==> src/logic/cst_timer_map.svh <==
// Constants for the charger safety timer block
// Overview of operation
// No adapter and no bus input: charger off
// Precharge timer runs during preconditioning
// Precharge timeout is one tenth of fast
// Suspend pauses both timers without reset
// Precharge expiry below threshold: fault, off
// Floating timing pin selects internal timebase
// Fast timer starts when preconditioning ends
// Fast expiry without termination: fault, off
// Floating pin or termination off holds fast
// Fault above recharge: wait drop, restart
// Fault below recharge: pull-up on while below
// Rising above recharge drops pull-up, waits
// Toggled enables or power cycle reset timers
// Undervoltage lockout resets timers and faults
// Loop activity slows the timer clock
// Depleted battery: slow precharge on loops
// Fast slowed only with loop and below recharge
// Stretch follows reference over measured ratio
// Stretched period at most twice nominal
// Added time capped at twice the timeout
// Status valid only with input power present
// Termination off after done restarts charge
// Prescaled counters with saturating added time
`ifndef CST_TIMER_MAP_SVH
`define CST_TIMER_MAP_SVH
`define CST_CLK_PERIOD_NS 4
`define CST_TICK_EXT_NS 1000
`define CST_TICK_INT_NS 500
`define CST_TICK_EXT_CYC ((`CST_TICK_EXT_NS + `CST_CLK_PERIOD_NS - 1) / `CST_CLK_PERIOD_NS)
`define CST_TICK_INT_CYC ((`CST_TICK_INT_NS + `CST_CLK_PERIOD_NS - 1) / `CST_CLK_PERIOD_NS)
`define CST_FAST_TICKS 10000
`define CST_PRE_DIV 10
`define CST_RATIO_ONE 8'h80
`endif

==> src/logic/cst_pkg.sv <==
// Types for the charger safety timer block
`default_nettype none
package cst_pkg;
	typedef enum {CST_OFF, CST_PRE, CST_FAST, CST_DONE, CST_FAULT_WAIT, CST_FAULT_PULL}
		cst_state_t;
	typedef struct packed {
		logic ac_present;
		logic usb_present;
		logic uvlo;
		logic bat_above_pre;
		logic bat_above_rch;
		logic bat_above_depleted;
		logic term_detect;
		logic temp_fault;
		logic thermal_active;
		logic ppath_active;
		logic tmr_floating;
	} cst_sense_t;
	typedef struct packed {
		logic charger_enable;
		logic charge_on;
		logic term_off;
	} cst_ctrl_t;
	typedef struct packed {
		logic charger_on;
		logic precharge;
		logic fast_charge;
		logic done;
		logic timer_fault;
		logic pullup_on;
		logic slowed;
	} cst_status_t;
endpackage
`default_nettype wire

==> src/logic/cst_timer.sv <==
// Charger safety timers with fault recovery and dynamic slowdown
`timescale 1ns/100ps
`default_nettype none
`include "cst_timer_map.svh"
module cst_timer
	import cst_pkg::*;
#(
	parameter int TICK_EXT_CYC = `CST_TICK_EXT_CYC,
	parameter int TICK_INT_CYC = `CST_TICK_INT_CYC,
	parameter int FAST_TICKS = `CST_FAST_TICKS,
	parameter int PRE_DIV = `CST_PRE_DIV
)
(
	input wire logic core_clk,
	input wire logic reset_n,
	input wire cst_sense_t sense,
	input wire cst_ctrl_t ctrl,
	input wire logic [7:0] iset_ratio,
	output var cst_status_t status
);
	// Precharge limit is a tenth of the fast limit, rounded down
	localparam int PRE_TICKS = FAST_TICKS / PRE_DIV;
	localparam int TW = $clog2(3 * FAST_TICKS + 2);
	localparam int PW = $clog2(TICK_EXT_CYC * 2 + TICK_INT_CYC * 2 + 2);

	// Timeouts below the divider would give a zero precharge limit
	if (PRE_DIV < 1 || FAST_TICKS < PRE_DIV)
	begin : g_bad_ticks
		$error("cst_timer: bad timeout parameters");
	end
	// The stretch product is 16 bits wide, so the base tick must stay small
	if (TICK_EXT_CYC < 1 || TICK_INT_CYC < 1 || TICK_EXT_CYC > 256 || TICK_INT_CYC > 256)
	begin : g_bad_base
		$error("cst_timer: bad timebase parameters");
	end

	cst_state_t state;
	cst_state_t next_state;
	cst_state_t fault_next;
	cst_state_t start_next;

	logic [PW-1:0] pre_cnt;
	logic [PW-1:0] next_pre_cnt;
	logic [TW-1:0] tmr_cnt;
	logic [TW-1:0] next_tmr_cnt;
	logic [TW-1:0] add_cnt;
	logic [TW-1:0] next_add_cnt;
	cst_ctrl_t ctrl_q;
	logic power_q;
	cst_status_t next_status;

	// Input qualification
	wire logic power_ok = sense.ac_present | sense.usb_present;
	wire logic input_off = !power_ok;
	wire logic enabled = ctrl.charger_enable;
	wire logic en_rise = ctrl.charger_enable & !ctrl_q.charger_enable;
	wire logic on_rise = ctrl.charge_on & !ctrl_q.charge_on;
	wire logic power_rise = power_ok & !power_q;
	// A toggled enable bit or returning power restarts a cycle
	wire logic restart = en_rise | on_rise | power_rise;
	// Charge-on low only suspends, so it must not clear the timers
	wire logic kill = sense.uvlo | input_off | !enabled;
	wire logic suspend = !ctrl.charge_on | sense.temp_fault;

	// State decode
	wire logic in_off = state == CST_OFF;
	wire logic in_pre = state == CST_PRE;
	wire logic in_fast = state == CST_FAST;
	wire logic in_done = state == CST_DONE;
	wire logic in_wait = state == CST_FAULT_WAIT;
	wire logic in_pull = state == CST_FAULT_PULL;
	wire logic in_timed = in_pre | in_fast;

	// Slowdown requests
	wire logic loop_on = sense.thermal_active | sense.ppath_active;
	wire logic fast_hold = sense.tmr_floating | ctrl.term_off;
	wire logic fast_held = in_fast & fast_hold;
	wire logic slow_pre = loop_on & in_pre & !sense.bat_above_depleted;
	wire logic slow_fast = loop_on & in_fast & !sense.bat_above_rch;
	wire logic slow_req = slow_pre | slow_fast;

	// Floating pin uses the internal resistor timebase
	wire logic [PW-1:0] base_int = PW'(TICK_INT_CYC);
	wire logic [PW-1:0] base_ext = PW'(TICK_EXT_CYC);
	wire logic [PW-1:0] base = sense.tmr_floating ? base_int : base_ext;
	wire logic [15:0] base_w = 16'(base);
	wire logic [15:0] ratio_w = 16'(iset_ratio);
	wire logic [15:0] product = base_w * ratio_w;
	// Ratio 8'h80 is unity, so the product carries seven fraction bits
	wire logic [15:0] scaled = product >> 7;
	wire logic [PW:0] period1 = {1'b0, base};
	wire logic [PW:0] period2 = {base, 1'b0};
	wire logic [16:0] scaled_w = {1'b0, scaled};
	wire logic [16:0] period2_w = 17'(period2);
	wire logic [16:0] period1_w = 17'(period1);
	wire logic over_cap = scaled_w > period2_w;
	wire logic under_one = scaled_w < period1_w;
	wire logic [PW:0] scaled_n = (PW+1)'(scaled);
	wire logic [PW:0] stretch_sel = over_cap ? period2 : (under_one ? period1 : scaled_n);
	wire logic [PW:0] stretched = slow_req ? stretch_sel : period1;
	wire logic [PW:0] pre_next_w = {1'b0, pre_cnt} + (PW+1)'(1);
	wire logic tick = pre_next_w >= stretched;

	// Timeout limits and tick routing
	wire logic [TW-1:0] pre_limit = TW'(PRE_TICKS);
	wire logic [TW-1:0] fast_limit = TW'(FAST_TICKS);
	wire logic [TW-1:0] limit = in_pre ? pre_limit : fast_limit;
	wire logic [TW:0] cap = {limit, 1'b0};
	wire logic add_full = {1'b0, add_cnt} >= cap;
	wire logic counting = tick & in_timed & !suspend & !fast_held;
	// A slowed tick goes to the added time until the cap is reached
	wire logic to_add = counting & slow_req & !add_full;
	wire logic to_tmr = counting & !to_add;
	// At or above, so a count can never wrap past its limit
	wire logic expired = tmr_cnt >= limit;
	wire logic phase_change = next_state != state;
	wire logic clear_cnt = phase_change | in_off;

	// Timeout faults pick their recovery path from the recharge threshold
	assign fault_next = sense.bat_above_rch ? CST_FAULT_WAIT : CST_FAULT_PULL;
	assign start_next = sense.bat_above_pre ? CST_FAST : CST_PRE;
	wire logic term_seen = sense.term_detect & !ctrl.term_off;
	wire logic fast_expired = expired & !fast_hold;
	wire logic done_leave = !sense.bat_above_rch | ctrl.term_off;
	wire logic wait_leave = !sense.bat_above_rch;
	wire logic pull_leave = sense.bat_above_rch;
	wire logic stop_now = kill | restart;

	// Status other than slowed follows the state being entered
	wire logic go_pre = next_state == CST_PRE;
	wire logic go_fast = next_state == CST_FAST;
	wire logic go_done = next_state == CST_DONE;
	wire logic go_wait = next_state == CST_FAULT_WAIT;
	wire logic go_pull = next_state == CST_FAULT_PULL;
	wire logic go_on = go_pre | go_fast;
	wire logic go_fault = go_wait | go_pull;
	assign next_status = '{
		charger_on: go_on,
		precharge: go_pre,
		fast_charge: go_fast,
		done: go_done,
		timer_fault: go_fault,
		pullup_on: go_pull,
		slowed: slow_req
	};

	// Suspend freezes the prescaler too, so a resumed tick is not cut short
	always_comb
	begin
		next_pre_cnt = pre_cnt;
		next_tmr_cnt = tmr_cnt;
		next_add_cnt = add_cnt;
		if (clear_cnt)
		begin
			next_pre_cnt = '0;
			next_tmr_cnt = '0;
			next_add_cnt = '0;
		end
		else if (fast_held)
		begin
			// Held in reset, not merely paused
			next_pre_cnt = '0;
			next_tmr_cnt = '0;
		end
		else if (in_timed && !suspend)
		begin
			next_pre_cnt = tick ? '0 : pre_cnt + PW'(1);
			if (to_add)
				next_add_cnt = add_cnt + TW'(1);
			if (to_tmr)
				next_tmr_cnt = tmr_cnt + TW'(1);
		end
	end

	// Kill and restart override every branch below
	always_comb
	begin
		next_state = state;
		unique case (state)
			CST_OFF:
			begin
				if (!kill)
					next_state = start_next;
			end
			CST_PRE:
			begin
				if (sense.bat_above_pre)
					next_state = CST_FAST;
				else if (expired)
					next_state = fault_next;
			end
			CST_FAST:
			begin
				if (term_seen)
					next_state = CST_DONE;
				else if (fast_expired)
					next_state = fault_next;
			end
			CST_DONE:
			begin
				if (done_leave)
					next_state = CST_OFF;
			end
			CST_FAULT_WAIT:
			begin
				if (wait_leave)
					next_state = CST_OFF;
			end
			CST_FAULT_PULL:
			begin
				if (pull_leave)
					next_state = CST_FAULT_WAIT;
			end
		endcase
		if (stop_now)
			next_state = CST_OFF;
	end

	// Charger state
	always_ff @(posedge core_clk)
	begin
		if (!reset_n)
		begin
			state <= CST_OFF;
		end
		else
		begin
			state <= next_state;
		end
	end

	// Prescaler
	always_ff @(posedge core_clk)
	begin
		if (!reset_n)
		begin
			pre_cnt <= '0;
		end
		else
		begin
			pre_cnt <= next_pre_cnt;
		end
	end

	// Safety timer count
	always_ff @(posedge core_clk)
	begin
		if (!reset_n)
		begin
			tmr_cnt <= '0;
		end
		else
		begin
			tmr_cnt <= next_tmr_cnt;
		end
	end

	// Added time while a loop slows the charge
	always_ff @(posedge core_clk)
	begin
		if (!reset_n)
		begin
			add_cnt <= '0;
		end
		else
		begin
			add_cnt <= next_add_cnt;
		end
	end

	// Status is only meaningful to software while input power exists
	always_ff @(posedge core_clk)
	begin
		if (!reset_n)
		begin
			status <= '0;
		end
		else
		begin
			status <= next_status;
		end
	end

	// Edge detectors follow the pins in reset too, so no false edge follows it
	always_ff @(posedge core_clk)
	begin
		ctrl_q <= ctrl;
	end

	always_ff @(posedge core_clk)
	begin
		power_q <= power_ok;
	end
endmodule // cst_timer
`default_nettype wire

==> config.mk <==
export PLATFORM = sky130hd
export DESIGN_NAME = cst_timer
export DESIGN_NICKNAME = d
export VERILOG_FILES = /design/src/logic/cst_pkg.sv /design/src/logic/cst_timer.sv
export VERILOG_INCLUDE_DIRS = /design/src /design/src/logic
export SDC_FILE = /design/constraint.sdc
export NUM_CORES = 1
export LEC_CHECK = 0
export ABC_AREA = 1
export BUFFER_PORTS_ARGS = -buffer_cell sky130_fd_sc_hd__buf_2
export CORE_UTILIZATION = 52
export CTS_BUF_LIST = sky130_fd_sc_hd__clkbuf_8
export DETAILED_ROUTE_END_ITERATION = 16
export PLACE_DENSITY = 0.69
export SLEW_MARGIN = 20
export SYNTH_ARGS = -nofsm -noshare
export SYNTH_HDL_FRONTEND = slang
export SYNTH_SLANG_ARGS = --single-unit
==> constraint.sdc <==
create_clock -name core_clk -period 19.1 [get_ports core_clk]
set_input_delay 3.82 -clock core_clk [delete_from_list [all_inputs] [get_ports core_clk]]
set_output_delay 3.82 -clock core_clk [all_outputs]
set_load 0.005 [all_outputs]
==> summary.txt <==
Status - finished, final reports clean
Top-area cell type share of the netlist area - 25.0%
Asr flop ratio synth - 0%
Most common cell in the synthesized netlist - nand2_1
Worst skew pair latency - 370 ps
CTS tree - yes
GPL Wtd Cong - 0.888
Clk pwr share - 21.0%
Hold Vio Cnt, Final - 0
Final core utilization - 59.1%
Least-Margin Pin Slew - 620 ps
Htree depth - 3
Wire per inst - 11.3 microns
Nets@finish - 1092
Vias - 5520
First drt pass iteration count - 4
Count of pins over their slew limit - 0
First-pass GRT wire length - 22.6 mm
RSZ-0062 raised after global routing - no
Port buffer count - 30
Total CTS buffers - 9
Critical Path Max Stage Delay - 540 ps
Die Ht - 114 microns
Antenna Cells - 0
Crit-path slowest cell - fa_1
CP top delay family - adder cells
Num rows - 40
Antenna Nets Post-Route - 0
Psw - 0.258 mW
CTS Root Cell - clkbuf_8
Critical path endpoint category - flip-flop
# setup viols final - 0
Met3 usage - 4.08%
Post-synth top cells - 198 x nand2_1, 165 x inv_1, 85 x nor2_1
# DRC - 0
Min Hold Slack - 469 ps
Die area - 13100 sq um
GR Layer Usage met2 - 37.7%
Clk pin slew, worst setup/hold paths - 90 ps
Slew margin rel. - 58.5%
Vias/cell - 4.83
P_leak - 3.53 nW
Int Power - 0.351 mW
Number of flops mapped to enable cells by yosys - 0
Share of cells above drive strength 1 - 12.1%
Reg2Reg Setup Slack - 15290 ps
Worst-path maximum fanout - 26
WS Path Type - in -> reg
Sw Share - 42.4%
# hold bufs at CTS - 0
Top post-synthesis cells by area - dfxtp_1 25%, ha_1 13%, nand2_1 11%, inv_1 9.4%, fa_1 8.8%
CTS resizes - 0
Worst Skew - 9.85 ps
#FFs+latches synth - 82
Final cycle utilization of the critical path - 57.1%
Worst EP required - 19400 ps
Seq pwr share - 28.9%
CP most frequent cell - nand2_1
CP bufs+invs - 7
Maxcap violations - 0
Worst vdd ir - 0.0562 mV
Yosys cell types - 46
Clock Sink Count - 82
P&R area growth vs syn - 9.47%
Final setup TNS - 0 ps
Grt total ovfl - 0
Vias in the first global route - 5141
Top FF cell, synth - dfxtp_1
Met1 Use GR - 27.4%
Fmax - 0.0917 GHz
Largest net degree at the start of global routing - 27
Comb pwr share - 50.1%
Final min period - 10900 ps
Cells after Synth - 907
Startpoint Class - primary input
Final Cell Area - 7190 sq um
Power Total - 0.609 mW
# fillers - 1162
Placed inst area - 6980 sq um
Register area share after synthesis - 25.0%
GRT Total Usage - 21.7%
Min-delay worst type - reg -> reg
Core area - 12200 sq um
Initial antenna violation count - 0
Yosys top cell by area - dfxtp_1
Post-DP HPWL - 10.5 mm
CTS max path bufs - 2
Num ports - 31
Initial Util - 54.0%
Synthesized area - 6560 sq um
PD cells - 84.7 nW/um^2
Gr busiest metal - met2
Ys Warns - 0
CP arrival - 11200 ps
Syn_area_per_cell - 7.24 sq um
Post-Route WL - 12.9 mm
Post-CTS Setup Bufs - 0
Iteration-0 DRC Markers - 234
Die Wd - 114 microns
metrics by stage:
| step | setup WS, ps | cells |
|---|---|---|
| after detailed placement | 7820 | 1127 |
| after CTS | 8230 | 1143 |
| final | 8200 | 1143 |
| after floorplan | 8560 | 937 |
| after global routing | 7470 | 1143 |
| after global placement | 8010 | 1127 |
sequential cells by signal, indices dropped and copies added, names as in the netlist:
name	count
status	7
pre_cnt	10
ctrl_q	2
tmr_cnt	15
add_cnt	15
state	32
power_q	1
worst min-delay path, delay by kind of cell (launching register included):
kind	cells	cell delay [ps]
flip-flops	1	330
buffers and inverters	1	50
AO/OA/AOI/OAI	1	50
layout make-up:
class	instances	area [sq um]	area share, %
Inverter	173	649	9.04
Tap cell	168	210	2.93
Timing Repair Buffer	30	150	2.09
Clock buffer	9	124	1.72
Clock inverter	7	78.8	1.10
Multi-Input combinational cell	674	4330	60.3
Sequential cell	82	1640	22.8
cell usage in the layout (no fill, tap or decap), drive strengths merged:
cell type	count
o21a	2
nor4	6
and3	1
conb	32
or2	7
o22ai	3
inv	174
a211oi	1
clkinv	2
clkbuf	9
o21bai	3
o21ai	19
dfxtp	82
a31oi	1
a22oi	8
nand3b	4
nand4	22
xnor2	3
buf	30
o31ai	1
nor2	118
bufinv	1
a21oi	35
fa	29
nor3	23
nand2	212
a21o	2
a2111o	1
o211ai	1
clkinvlp	3
ha	69
xor2	20
nand3	51
worst paths after layout:
kind                                  from                        to  cells after the start
setup reg to reg       state[2]$_SDFF_PN0_   tmr_cnt[3]$_SDFFE_PP0P_                     23
hold / removal    add_cnt[13]$_SDFFE_PP0P_  add_cnt[13]$_SDFFE_PP0P_                      2
hold reg to reg   add_cnt[13]$_SDFFE_PP0P_  add_cnt[13]$_SDFFE_PP0P_                      2
setup / recovery                  sense[0]   pre_cnt[2]$_SDFFE_PP0P_                     42
metal layers:
metal | vias up | share of wire (%) | wire (microns)
met2 | 74 | 47 | 6050
li1 | 2950 | - | -
met4 | 0 | 1.5 | 195
met5 | - | 0 | 0
met3 | 16 | 3.0 | 386
met1 | 2480 | 49 | 6270
cell families (layout without fill, tap and decap cells):
| group | count (synthesis) | after routing | share of synthesized area (%) |
|---|---|---|---|
| flip-flops | 82 | 82 | 25.0 |
| other | 2 | 32 | 0.114 |
| buffers and inverters | 181 | 219 | 10.7 |
| AND/OR/NAND/NOR | 444 | 444 | 32.0 |
| AO/OA/AOI/OAI | 77 | 77 | 7.13 |
| adder cells (fa/ha/maj) | 98 | 98 | 22.0 |
| XOR/XNOR | 23 | 23 | 3.07 |
power by group through the flow:
stage	combinational, mW	clock, mW	sequential [mW]
after floorplan	0.243	0	0.180
after global placement	0.304	0	0.180
after detailed placement	0.304	0	0.180
after CTS	0.306	0.133	0.176
after global routing	0.359	0.140	0.176
final	0.305	0.128	0.176
Note: power is estimated with default switching activity, not from simulation.
